--- src/common/cpr_pkg.sv ---
// Shared constants and types for the CPU core register set
package cpr_pkg;

    // ------------------------------------------------------------------
    // Widths
    // ------------------------------------------------------------------
    localparam int DATA_W = 8;
    localparam int PC_W = 16;
    localparam int PROG_BYTES = 16384;
    localparam int SEL_W = 3;
    localparam int STEP_W = 2;

    // ------------------------------------------------------------------
    // Core access port selects (private to the core, not memory mapped)
    // ------------------------------------------------------------------
    localparam logic [SEL_W-1:0] SEL_ACC = 3'h0;
    localparam logic [SEL_W-1:0] SEL_IDX = 3'h1;
    localparam logic [SEL_W-1:0] SEL_SP = 3'h2;
    localparam logic [SEL_W-1:0] SEL_FLAGS = 3'h3;
    localparam logic [SEL_W-1:0] SEL_PC_LO = 3'h4;
    localparam logic [SEL_W-1:0] SEL_PC_HI = 3'h5;

    // ------------------------------------------------------------------
    // Flags register layout
    // ------------------------------------------------------------------
    localparam int FLAG_GIE = 0;
    localparam int FLAG_ZERO = 1;
    localparam int FLAG_CARRY = 2;
    localparam int FLAG_SUPER = 3;
    localparam int FLAG_BANK = 4;
    localparam logic [DATA_W-1:0] FLAGS_USER_MASK = 8'h17;
    localparam logic [DATA_W-1:0] FLAGS_IMPL_MASK = 8'h1f;

    // ------------------------------------------------------------------
    // Reset values
    // ------------------------------------------------------------------
    localparam logic [DATA_W-1:0] FLAGS_RESET = 8'h02;
    localparam logic [DATA_W-1:0] ACC_RESET = 8'h00;
    localparam logic [DATA_W-1:0] IDX_RESET = 8'h00;
    localparam logic [DATA_W-1:0] SP_RESET = 8'h00;
    localparam logic [PC_W-1:0] PC_RESET = 16'h0000;
    localparam logic [DATA_W-1:0] DATA_ZERO = 8'h00;

    // ------------------------------------------------------------------
    // Stack steps
    // ------------------------------------------------------------------
    localparam logic [DATA_W-1:0] SP_STEP_BYTE = 8'h01;
    localparam logic [DATA_W-1:0] SP_STEP_CALL = 8'h02;
    localparam logic [DATA_W-1:0] SP_STEP_RETURN_FROM_INTERRUPT = 8'h03;

    // ------------------------------------------------------------------
    // Operation codes from the execution unit
    // ------------------------------------------------------------------
    typedef enum logic [1:0] {
        CPR_LOGIC_AND,
        CPR_LOGIC_OR,
        CPR_LOGIC_XOR,
        CPR_LOGIC_MOV
    } cpr_logic_op_t;

    typedef enum logic [2:0] {
        CPR_SP_HOLD,
        CPR_SP_PUSH,
        CPR_SP_POP,
        CPR_SP_CALL,
        CPR_SP_RET,
        CPR_SP_RETURN_FROM_INTERRUPT,
        CPR_SP_ADD,
        CPR_SP_SWAP
    } cpr_sp_op_t;

endpackage

--- src/cpr_core_regs.sv ---
// Core register set: program counter, accumulator, index, stack pointer, flags
//
// How it works
// [RULE_01] Eight-bit core with separate program and data spaces, five core registers.
// [RULE_02] Core registers reach only the execution unit, never the mapped register space.
// [RULE_03] Sixteen-bit program counter covers program memory flat, no paging.
// [RULE_04] Accumulator takes every arithmetic or logic result of a source-mode instruction.
// [RULE_05] Index register supplies the offset added in indexed addressing.
// [RULE_06] Stack pointer moves on push, pop, call, long call, returns, swap, add.
// [RULE_07] Flags: enable bit 0, zero bit 1, carry bit 2, supervisor bit 3, bank bit 4.
// [RULE_08] Zero flag is one after a zero result, else zero.
// [RULE_09] Carry flag is one after a carry, else zero.
// [RULE_10] Supervisor flag is zero in user code, one in supervisor code.
// [RULE_11] User writes to the flags leave the supervisor bit untouched.
// [RULE_12] Global interrupt enable gates every interrupt.
// [RULE_13] Bank bit selects register bank zero or one.
// [RULE_14] Flags are set or cleared explicitly only by logic instructions on them.
// [RULE_15] Each arithmetic, logic or shift instruction chooses which flags it updates.
// [RULE_16] Reset clears everything except the zero flag, which sets; bits 7..5 read zero.
//
// Chosen here: the address map and the plain strobed port.
`timescale 1ns/1ps
module cpr_core_regs #(
    parameter int DATA_W = cpr_pkg::DATA_W,
    parameter int PC_W = cpr_pkg::PC_W,
    parameter int PROG_BYTES = cpr_pkg::PROG_BYTES
) (
    input wire logic clk,
    input wire logic rst,
    input wire logic clk_en,
    // Execution unit access port
    input wire logic [cpr_pkg::SEL_W-1:0] reg_addr,
    input wire logic [DATA_W-1:0] reg_wdata,
    input wire logic reg_wr,
    input wire logic reg_rd,
    output logic [DATA_W-1:0] reg_rdata,
    // ALU results
    input wire logic alu_wr,
    input wire logic alu_to_acc,
    input wire logic alu_zero_en,
    input wire logic alu_carry_en,
    input wire logic [DATA_W-1:0] alu_result,
    input wire logic alu_carry,
    // Logic instruction on the flags
    input wire logic f_logic_wr,
    input wire cpr_pkg::cpr_logic_op_t f_logic_op,
    input wire logic [DATA_W-1:0] f_operand,
    // Supervisor entry and exit
    input wire logic super_enter,
    input wire logic super_exit,
    // Program counter control
    input wire logic pc_load,
    input wire logic [PC_W-1:0] pc_target,
    input wire logic [cpr_pkg::STEP_W-1:0] pc_step,
    // Stack pointer control
    input wire cpr_pkg::cpr_sp_op_t sp_op,
    input wire logic [DATA_W-1:0] sp_operand,
    // Indexed addressing
    input wire logic [DATA_W-1:0] idx_offset,
    output logic [DATA_W-1:0] idx_addr,
    // Interrupt gating
    input wire logic irq_pending,
    output logic irq_take,
    // Register state
    output logic [PC_W-1:0] program_counter_reg,
    output logic [DATA_W-1:0] top_of_stack_pointer,
    output logic [DATA_W-1:0] result_accumulator,
    output logic [DATA_W-1:0] index_offset,
    output logic [DATA_W-1:0] processor_flags,
    output logic global_interrupt_enable,
    output logic register_bank_select,
    output logic zero_flag,
    output logic carry_flag,
    output logic supervisor_state
);

    // ------------------------------------------------------------------
    // Elaboration checks
    // ------------------------------------------------------------------
    if (DATA_W != cpr_pkg::DATA_W) // RULE_01
    begin : g_bad_data_w
        $error("cpr_core_regs: data path must be eight bits");
    end
    if ((2 ** PC_W) < PROG_BYTES) // RULE_03
    begin : g_bad_pc_w
        $error("cpr_core_regs: program counter too narrow for program memory");
    end

    // ------------------------------------------------------------------
    // Accumulator and index register
    // ------------------------------------------------------------------
    logic acc_load;
    logic [DATA_W-1:0] acc_next;
    logic idx_load;
    logic [DATA_W-1:0] acc_q;
    logic [DATA_W-1:0] idx_q;

    // The ALU wins over a plain move in the same cycle
    always_comb
    begin
        acc_load = 1'b0;
        acc_next = reg_wdata;
        if (alu_wr && alu_to_acc) // RULE_04
        begin
            acc_load = 1'b1;
            acc_next = alu_result;
        end
        else if (reg_wr && reg_addr == cpr_pkg::SEL_ACC)
        begin
            acc_load = 1'b1;
        end
        idx_load = reg_wr && reg_addr == cpr_pkg::SEL_IDX;
    end

    cpr_hold_reg #(
        .WIDTH(DATA_W),
        .RESET_VAL(cpr_pkg::ACC_RESET)
    ) u_acc (
        .clk(clk),
        .rst(rst),
        .clk_en(clk_en),
        .load(acc_load),
        .d(acc_next),
        .q(acc_q)
    );

    cpr_hold_reg #(
        .WIDTH(DATA_W),
        .RESET_VAL(cpr_pkg::IDX_RESET)
    ) u_idx (
        .clk(clk),
        .rst(rst),
        .clk_en(clk_en),
        .load(idx_load),
        .d(reg_wdata),
        .q(idx_q)
    );

    assign result_accumulator = acc_q;
    assign index_offset = idx_q;

    // ------------------------------------------------------------------
    // Flags register
    // ------------------------------------------------------------------
    logic [DATA_W-1:0] flags_d;
    logic [DATA_W-1:0] flags_q;
    logic [DATA_W-1:0] logic_res;

    always_comb
    begin
        unique case (f_logic_op)
            cpr_pkg::CPR_LOGIC_AND: logic_res = flags_q & f_operand;
            cpr_pkg::CPR_LOGIC_OR: logic_res = flags_q | f_operand;
            cpr_pkg::CPR_LOGIC_XOR: logic_res = flags_q ^ f_operand;
            cpr_pkg::CPR_LOGIC_MOV: logic_res = f_operand;
        endcase
        flags_d = flags_q;
        // An explicit write through the access port never reaches the flags
        if (f_logic_wr) // RULE_14
        begin
            // Supervisor and reserved bits are masked off the user path
            flags_d = (logic_res & cpr_pkg::FLAGS_USER_MASK)
                    | (flags_q & ~cpr_pkg::FLAGS_USER_MASK); // RULE_11
        end
        else if (alu_wr) // RULE_15
        begin
            if (alu_zero_en)
            begin
                flags_d[cpr_pkg::FLAG_ZERO] = (alu_result == cpr_pkg::DATA_ZERO); // RULE_08
            end
            if (alu_carry_en)
            begin
                flags_d[cpr_pkg::FLAG_CARRY] = alu_carry; // RULE_09
            end
        end
        // Mode changes come only from the sequencer, entry wins over exit
        if (super_enter) // RULE_10
        begin
            flags_d[cpr_pkg::FLAG_SUPER] = 1'b1;
        end
        else if (super_exit)
        begin
            flags_d[cpr_pkg::FLAG_SUPER] = 1'b0;
        end
        flags_d = flags_d & cpr_pkg::FLAGS_IMPL_MASK; // RULE_16
    end

    always_ff @(posedge clk or posedge rst)
    begin
        if (rst)
        begin
            flags_q <= cpr_pkg::FLAGS_RESET; // RULE_16
        end
        else if (clk_en)
        begin
            flags_q <= flags_d;
        end
    end

    assign processor_flags = flags_q;
    assign global_interrupt_enable = flags_q[cpr_pkg::FLAG_GIE]; // RULE_07
    assign zero_flag = flags_q[cpr_pkg::FLAG_ZERO];
    assign carry_flag = flags_q[cpr_pkg::FLAG_CARRY];
    assign supervisor_state = flags_q[cpr_pkg::FLAG_SUPER];
    assign register_bank_select = flags_q[cpr_pkg::FLAG_BANK]; // RULE_13

    // ------------------------------------------------------------------
    // Program counter and stack pointer
    // ------------------------------------------------------------------
    logic [PC_W-1:0] pc_d;
    logic [PC_W-1:0] pc_q;
    logic [DATA_W-1:0] sp_d;
    logic [DATA_W-1:0] sp_q;

    always_comb
    begin
        pc_d = pc_q;
        // Plain binary wrap: one flat space, no page register
        if (pc_load) // RULE_03
        begin
            pc_d = pc_target;
        end
        else
        begin
            pc_d = pc_q + PC_W'(pc_step);
        end
        sp_d = sp_q;
        unique case (sp_op) // RULE_06
            cpr_pkg::CPR_SP_HOLD:
            begin
                if (reg_wr && reg_addr == cpr_pkg::SEL_SP)
                begin
                    sp_d = reg_wdata;
                end
            end
            cpr_pkg::CPR_SP_PUSH: sp_d = sp_q + cpr_pkg::SP_STEP_BYTE;
            cpr_pkg::CPR_SP_POP: sp_d = sp_q - cpr_pkg::SP_STEP_BYTE;
            cpr_pkg::CPR_SP_CALL: sp_d = sp_q + cpr_pkg::SP_STEP_CALL;
            cpr_pkg::CPR_SP_RET: sp_d = sp_q - cpr_pkg::SP_STEP_CALL;
            cpr_pkg::CPR_SP_RETURN_FROM_INTERRUPT: sp_d = sp_q - cpr_pkg::SP_STEP_RETURN_FROM_INTERRUPT;
            cpr_pkg::CPR_SP_ADD: sp_d = sp_q + sp_operand;
            cpr_pkg::CPR_SP_SWAP: sp_d = sp_operand;
        endcase
    end

    always_ff @(posedge clk or posedge rst)
    begin
        if (rst)
        begin
            pc_q <= cpr_pkg::PC_RESET;
            sp_q <= cpr_pkg::SP_RESET;
        end
        else if (clk_en)
        begin
            pc_q <= pc_d;
            sp_q <= sp_d;
        end
    end

    assign program_counter_reg = pc_q;
    assign top_of_stack_pointer = sp_q;

    // ------------------------------------------------------------------
    // Read port, indexed address, interrupt gate
    // ------------------------------------------------------------------
    logic [DATA_W-1:0] rdata_d;
    logic [DATA_W-1:0] rdata_q;
    logic [DATA_W-1:0] idx_addr_d;
    logic [DATA_W-1:0] idx_addr_q;
    logic irq_take_d;
    logic irq_take_q;

    // Data stands for one cycle only, then returns to zero
    always_comb
    begin
        rdata_d = cpr_pkg::DATA_ZERO;
        if (reg_rd) // RULE_02
        begin
            unique case (reg_addr)
                cpr_pkg::SEL_ACC: rdata_d = acc_q;
                cpr_pkg::SEL_IDX: rdata_d = idx_q;
                cpr_pkg::SEL_SP: rdata_d = sp_q;
                cpr_pkg::SEL_FLAGS: rdata_d = flags_q;
                cpr_pkg::SEL_PC_LO: rdata_d = pc_q[DATA_W-1:0];
                cpr_pkg::SEL_PC_HI: rdata_d = pc_q[PC_W-1:DATA_W];
                default: rdata_d = cpr_pkg::DATA_ZERO;
            endcase
        end
        idx_addr_d = idx_q + idx_offset; // RULE_05
        irq_take_d = irq_pending && flags_q[cpr_pkg::FLAG_GIE]; // RULE_12
    end

    always_ff @(posedge clk or posedge rst)
    begin
        if (rst)
        begin
            rdata_q <= cpr_pkg::DATA_ZERO;
            idx_addr_q <= cpr_pkg::DATA_ZERO;
            irq_take_q <= 1'b0;
        end
        else if (clk_en)
        begin
            rdata_q <= rdata_d;
            idx_addr_q <= idx_addr_d;
            irq_take_q <= irq_take_d;
        end
    end

    assign reg_rdata = rdata_q;
    assign idx_addr = idx_addr_q;
    assign irq_take = irq_take_q;
endmodule

--- src/cpr_hold_reg.sv ---
// Loadable register with clock enable, used for accumulator and index
`timescale 1ns/1ps
module cpr_hold_reg #(
    parameter int WIDTH = 8,
    parameter logic [WIDTH-1:0] RESET_VAL = '0
) (
    input wire logic clk,
    input wire logic rst,
    input wire logic clk_en,
    input wire logic load,
    input wire logic [WIDTH-1:0] d,
    output logic [WIDTH-1:0] q
);

    if (WIDTH < 1)
    begin : g_bad_width
        $error("cpr_hold_reg: width must be at least one bit");
    end

    logic [WIDTH-1:0] val_d;
    logic [WIDTH-1:0] val_q;

    always_comb
    begin
        val_d = load ? d : val_q;
    end

    always_ff @(posedge clk or posedge rst)
    begin
        if (rst)
        begin
            val_q <= RESET_VAL;
        end
        else if (clk_en)
        begin
            val_q <= val_d;
        end
    end

    assign q = val_q;

endmodule

--- config.mk ---
export PLATFORM = sky130hd
export DESIGN_NAME = cpr_core_regs
export DESIGN_NICKNAME = d
export VERILOG_FILES = /design/src/common/cpr_pkg.sv /design/src/cpr_core_regs.sv /design/src/cpr_hold_reg.sv
export SDC_FILE = /design/constraint.sdc
export NUM_CORES = 1
export LEC_CHECK = 0
export ABC_CLOCK_PERIOD_IN_PS = 4600
export BUFFER_PORTS_ARGS = -buffer_cell sky130_fd_sc_hd__buf_2
export CAP_MARGIN = 40
export CORE_UTILIZATION = 50
export DETAILED_ROUTE_END_ITERATION = 8
export HOLD_SLACK_MARGIN = 0.08
export PLACE_DENSITY = 0.79
export SETUP_SLACK_MARGIN = 0.4
export SLEW_MARGIN = 0
export SYNTH_ARGS = -nofsm -noshare
export SYNTH_HDL_FRONTEND = slang
export SYNTH_SLANG_ARGS = --single-unit
export TNS_END_PERCENT = 20
--- constraint.sdc ---
create_clock -name clk -period 4.6 [get_ports clk]
set_clock_uncertainty 0.2 [all_clocks]
set_input_delay 0.23 -clock clk [delete_from_list [all_inputs] [get_ports clk]]
set_output_delay 0.23 -clock clk [all_outputs]
set_load 0.01 [all_outputs]
# Yosys cells after proc, flatten, opt, wreduce, memory -nomap -nowiden
# Cells that the tools add are included.
[word_totals]
ff_bits = 62
input_bits = 81
output_inout_bits = 70
[classes]
n_addsub = 8
eq_ne = 16
muxes = 16
bitwise = 4
n_reduce_logical = 20
[ops]
columns = ["operator", "n"]
rows = [
  ["$pmux W8 S8", 1],
  ["$pmux W8 S6", 1],
  ["$mux W8", 3],
  ["$pmux W5 S4", 1],
  ["$eq A3 B3 Y1 const B", 6],
  ["$add A16 B2 Y16", 1],
  ["$add A8 B8 Y8", 2],
  ["$mux W16", 1],
  ["$sub A8 B2 Y8 const B", 2],
  ["$eq A3 B2 Y1 const B", 4],
  ["$reduce_and A2 Y1", 5],
  ["$add A8 B1 Y8 const B", 1],
  ["$add A8 B2 Y8 const B", 1],
  ["$logic_not A8 Y1", 1],
  ["$sub A8 B1 Y8 const B", 1],
  ["$mux W1", 7],
  ["$eq A3 B1 Y1 const B", 2],
  ["$logic_not A3 Y1", 2],
  ["$reduce_and A3 Y1", 2],
  ["$reduce_bool A2 Y1", 3],
  ["$and A5 B5 Y5", 1],
  ["$logic_and A1 B1 Y1", 5],
  ["$or A5 B4 Y5", 1],
  ["$or A5 B5 Y5", 1],
  ["7 further kinds", 9],
]

# Depth between registers and ports, before layout
[depth]
ltp_word = 6
depth_mapped = 11

# By module
# A second synthesis with hierarchy kept.
[unflattened]
hier_cells = 518
hier_area_um2 = 4785.8
[modules_own_cells]
columns = ["mod", "instances", "cells_per_inst", "area_per_inst_um2", "seq_area_each_um2"]
rows = [
  ["cpr_core_regs", 1, 482, 4185.3, 1152.4],
  ["cpr_hold_reg", 2, 18, 300.3, 200.2],
]

# Worst setup path before layout
# OpenSTA, ideal clock, no wires.
[synth_path]
path_type = "input to register"
startpoint = "input port sp_op[0]"
endpoint = "register sp_q[6] (netlist: top_of_stack_pointer[6])"
setup_ns = 0.132
arrival_ns = 2.508
path_slack_ns = 1.760
cell_stages = 10
cell_sequence = "nand2b_1 > or3b_2 > ha_1 > fa_1 > a21o_1 > a21oi_1 > o21bai_1 > and4b_1 > a2111oi_1 > o31ai_1"
[synth_between]
elab_chain_cells = 3
word_cells_on_any_way = 11
cone_classes = "eq/ne: 8; mux: 1; reduce/logical: 2"
[synth_rtl]
columns = ["item", "line_no", "source"]
rows = [
  ["start, declared", "cpr_core_regs.sv:56", "input wire cpr_pkg::cpr_sp_op_t sp_op,"],
  ["branches (longest 3 deep; another with $pmux W8 S8)", "--", ""],
  ["end signal, assigned", "cpr_core_regs.sv:251", "sp_q <= cpr_pkg::SP_RESET;"],
  ["end signal, assigned", "cpr_core_regs.sv:256", "sp_q <= sp_d;"],
  ["end, declared", "cpr_core_regs.sv:213", "logic [DATA_W-1:0] sp_q;"],
]
# Several ways; the timed one is not identified.
# A chain may end at the register's enable or synchronous reset.

# Worst setup path in the final report
[layout_path]
startpoint = "input port sp_op[1]"
endpoint = "register sp_q[6] (netlist: top_of_stack_pointer[6])"
# Same word-level chain as after synthesis.

==> impl_metrics.env <==
export IMPL_outcome="finished clean"
export IMPL_insertion_delay_ns=0.35
export IMPL_regToRegEndpoint="top_of_stack_pointer[6]$_DFFE_PP0P_"
export IMPL_nets=813
export IMPL_synth_seq_area_share=0.330
export IMPL_tns_ns=0
export IMPL_crit_type="in -> reg"
export IMPL_clock_fmax_ghz=0.326
export IMPL_power_density_mw_per_mm2=374
export IMPL_cp_end_kind="register"
export IMPL_period_share=0.666
export IMPL_htree_num_levels=3
export IMPL_grt_util_met1=0.382
export IMPL_cts_tree="yes"
export IMPL_antenna_found_initial=0
export IMPL_r2r_start="top_of_stack_pointer[1]$_DFFE_PP0P_"
export IMPL_largest_register_ffs=16
export IMPL_synthCells=530
export IMPL_irDropWorstVdd_mv=0.329
export IMPL_grt_pass1_vias=4784
export IMPL_via_per_inst=5.89
export IMPL_arrival_ns=3.09
export IMPL_power_internal_mw=1.38
export IMPL_switchingPower_uw=882
export IMPL_syn2layout_area_growth_pct=28.1
export IMPL_root_buffer="clkbuf_8"
export IMPL_synthArstFlopShare=1.00
export IMPL_busiest_layer="met2"
export IMPL_p_clk_frac=0.204
export IMPL_drv_max_cap_violation_count=0
export IMPL_rows=35
export IMPL_worst_setup_path_start_kind="input port"
export IMPL_chipHeight_um=99.0
export IMPL_pwr_share_comb=0.421
export IMPL_ios=151
export IMPL_avgSynthCellArea_um2=8.88
export IMPL_synthFlopType="dfrtp_1"
export IMPL_grt_pass1_wl_mm=23.4
export IMPL_wl_mm=14.3
export IMPL_placed_area_mm2=0.00542
export IMPL_vias=4799
export IMPL_ys_warn_count=0
export IMPL_gp_congestion=0.919
export IMPL_p_sw_frac=0.391
export IMPL_reg2reg_slack_ns=1.90
export IMPL_synth_distinct_cells=66
export IMPL_grt_util_met2=0.547
export IMPL_crit_fanout=15
export IMPL_holdCritStartpoint="pc_step[0]"
export IMPL_max_slew_margin=0.461
export IMPL_clk_pin_slew_ns=0.07
export IMPL_synth_edf_count=0
export IMPL_grt_overflow_total=0
export IMPL_core_mm2=0.00920
export IMPL_grt_setup_unrepaired="no"
export IMPL_drc=0
export IMPL_power_frac_seq=0.375
export IMPL_worstPathRequired_ns=4.62
export IMPL_hold_viol_final=0
export IMPL_ys_ff_latch=62
export IMPL_final_area_mm2=0.00603
export IMPL_worst_pin_slew_ns=0.803
export IMPL_first_iter_violations=205
export IMPL_post_dp_hpwl_mm=10.4
export IMPL_min_period_ns=3.06
export IMPL_die_width_um=99.0
export IMPL_p_leak_nw=2.97
export IMPL_dieArea_mm2=0.00981
export IMPL_use_met3=0.0496
export IMPL_initial_core_util=0.512
export IMPL_clock_path_buffers=2
export IMPL_route_detailed_wl_per_inst_um=17.6
export IMPL_final_cells=815
export IMPL_place_inst=756
export IMPL_setup_viol=0
export IMPL_cts_sinks=62
export IMPL_min_path_type="in -> reg"
export IMPL_grtUsageTotal=0.307
export IMPL_numPortBuffers=143
export IMPL_hold_ws_ns=0.100
export IMPL_drv_slew=0
export IMPL_cts_buffers=9
export IMPL_ant_nets=0
export IMPL_hold_end="program_counter_reg[0]$_DFFE_PP0P_"
export IMPL_drt_pass1_iterations=4
export IMPL_worst_r2r_cell_count=7
export IMPL_layout_drive_gt1_share=0.276
export IMPL_min_path_cells=4
export IMPL_grt_max_degree=63
export IMPL_antennaDiodeCount=0
export IMPL_synthesis_area_mm2=0.00471
synthesized netlist by cell type, drive strengths merged (6+ instances only):
cell | n | area [um2]
a21o | 6 | 46.3
a21oi | 42 | 214
a22oi | 10 | 75.1
and3 | 8 | 50.1
buf | 21 | 126
clkbuf | 11 | 41.3
dfrtp | 61 | 1530
ha | 29 | 363
inv | 31 | 116
mux2 | 18 | 203
mux2i | 19 | 190
mux4 | 6 | 135
nand2 | 49 | 184
nand3 | 7 | 40.0
nor2 | 40 | 155
nor2b | 9 | 56.3
o21ai | 58 | 290
o2bb2ai | 9 | 78.8
xnor2 | 12 | 105
worst max-delay path: stages:
cell	delay, ns
buf_2	0.24
nand2b_1	0.22
or3b_2	0.49
ha_1	0.24
fa_1	0.42
a21o_1	0.18
a21oi_1	0.27
o21bai_1	0.12
and4b_1	0.20
a2111oi_1	0.35
o31ai_1	0.11
layout by cell type (no fill, tap or decap), types with 5 or more instances in the layout:
cell type,n
a21oi_1,41
clkbuf_8,9
dfrtp_1,61
o22ai_1,5
and3_1,8
buf_2,143
nor2b_1,9
ha_1,29
mux2i_1,19
o21ai_0,51
xnor2_1,12
mux2_2,18
dlygate4sd3_1,43
o21ai_1,7
inv_1,29
a21o_1,5
nand3_1,6
o2bb2ai_1,9
nor4_1,5
a22oi_1,10
xor2_1,5
a32oi_1,5
nand2_1,49
nor2_1,38
mux4_2,6
worst max path at each step:
stage | from | end | slack, ns | cells past startpoint
6_report | sp_op[1] | top_of_stack_pointer[6]$_DFFE_PP0P_ | 1.54 | 11
5_1_grt | sp_op[1] | top_of_stack_pointer[6]$_DFFE_PP0P_ | 1.39 | 11
4_1_cts | sp_op[1] | top_of_stack_pointer[6]$_DFFE_PP0P_ | 1.59 | 11
3_5_place_dp | sp_op[1] | top_of_stack_pointer[6]$_DFFE_PP0P_ | 1.22 | 11
3_3_place_gp | sp_op[0] | top_of_stack_pointer[6]$_DFFE_PP0P_ | 1.31 | 11
2_1_floorplan | sp_op[0] | top_of_stack_pointer[6]$_DFFE_PP0P_ | 1.76 | 10
what timing repair did:
action | CTS | global route
gates resized for setup | 0 | 0
hold endpoints to repair | 102 | 0
setup buffers | 0 | 0
hold buffers | 43 | 0
layer usage:
metal | routed length (um) | vias up | share of wire
met3 | 961 | 24 | 0.067
met5 | 0 | - | 0
met1 | 5940 | 2302 | 0.41
li1 | - | 2263 | -
met4 | 235 | 0 | 0.016
met2 | 7210 | 210 | 0.50
area by class of cell:
type | instances | area [um2]
flip-flops and latches | 62 | 1550
clock inverters | 4 | 47.5
repair buffers | 188 | 1160
multi-input cells | 406 | 2880
inverters | 32 | 120
clock buffers | 12 | 135
well taps | 111 | 139
fillers | 767 | 3170
power groups by stage:
stage | clock (mW) | sequential [mW] | combinational [mW]
finish | 0.461 | 0.847 | 0.950
global route | 0.491 | 0.863 | 1.05
CTS | 0.471 | 0.844 | 0.942
detailed placement | 0 | 0.853 | 0.907
global placement | 0 | 0.847 | 0.879
floorplan | 0 | 0.848 | 0.575
cell families (layout without fill, tap and decap cells):
kind of cell,after synthesis,count (layout),share of synthesized area
AO/OA/AOI/OAI,170,170,0.226
AND/OR/NAND/NOR,140,140,0.144
buffers and inverters,64,236,0.0611
flip-flops,62,62,0.330
multiplexers,43,43,0.112
adder cells (fa/ha/maj),33,33,0.0941
XOR/XNOR,17,17,0.0316
other,1,3,0.000796
per-stage QoR:
stage / setup slack (ns) / utilization / power, mW
after floorplan: 1.76 / - / 1.42
after global placement: 1.31 / 0.589 / 1.73
after detailed placement: 1.22 / 0.589 / 1.76
after CTS: 1.59 / 0.656 / 2.26
after global routing: 1.39 / 0.656 / 2.41
final: 1.54 / 0.656 / 2.26
Power figures use the tool's default switching activity.
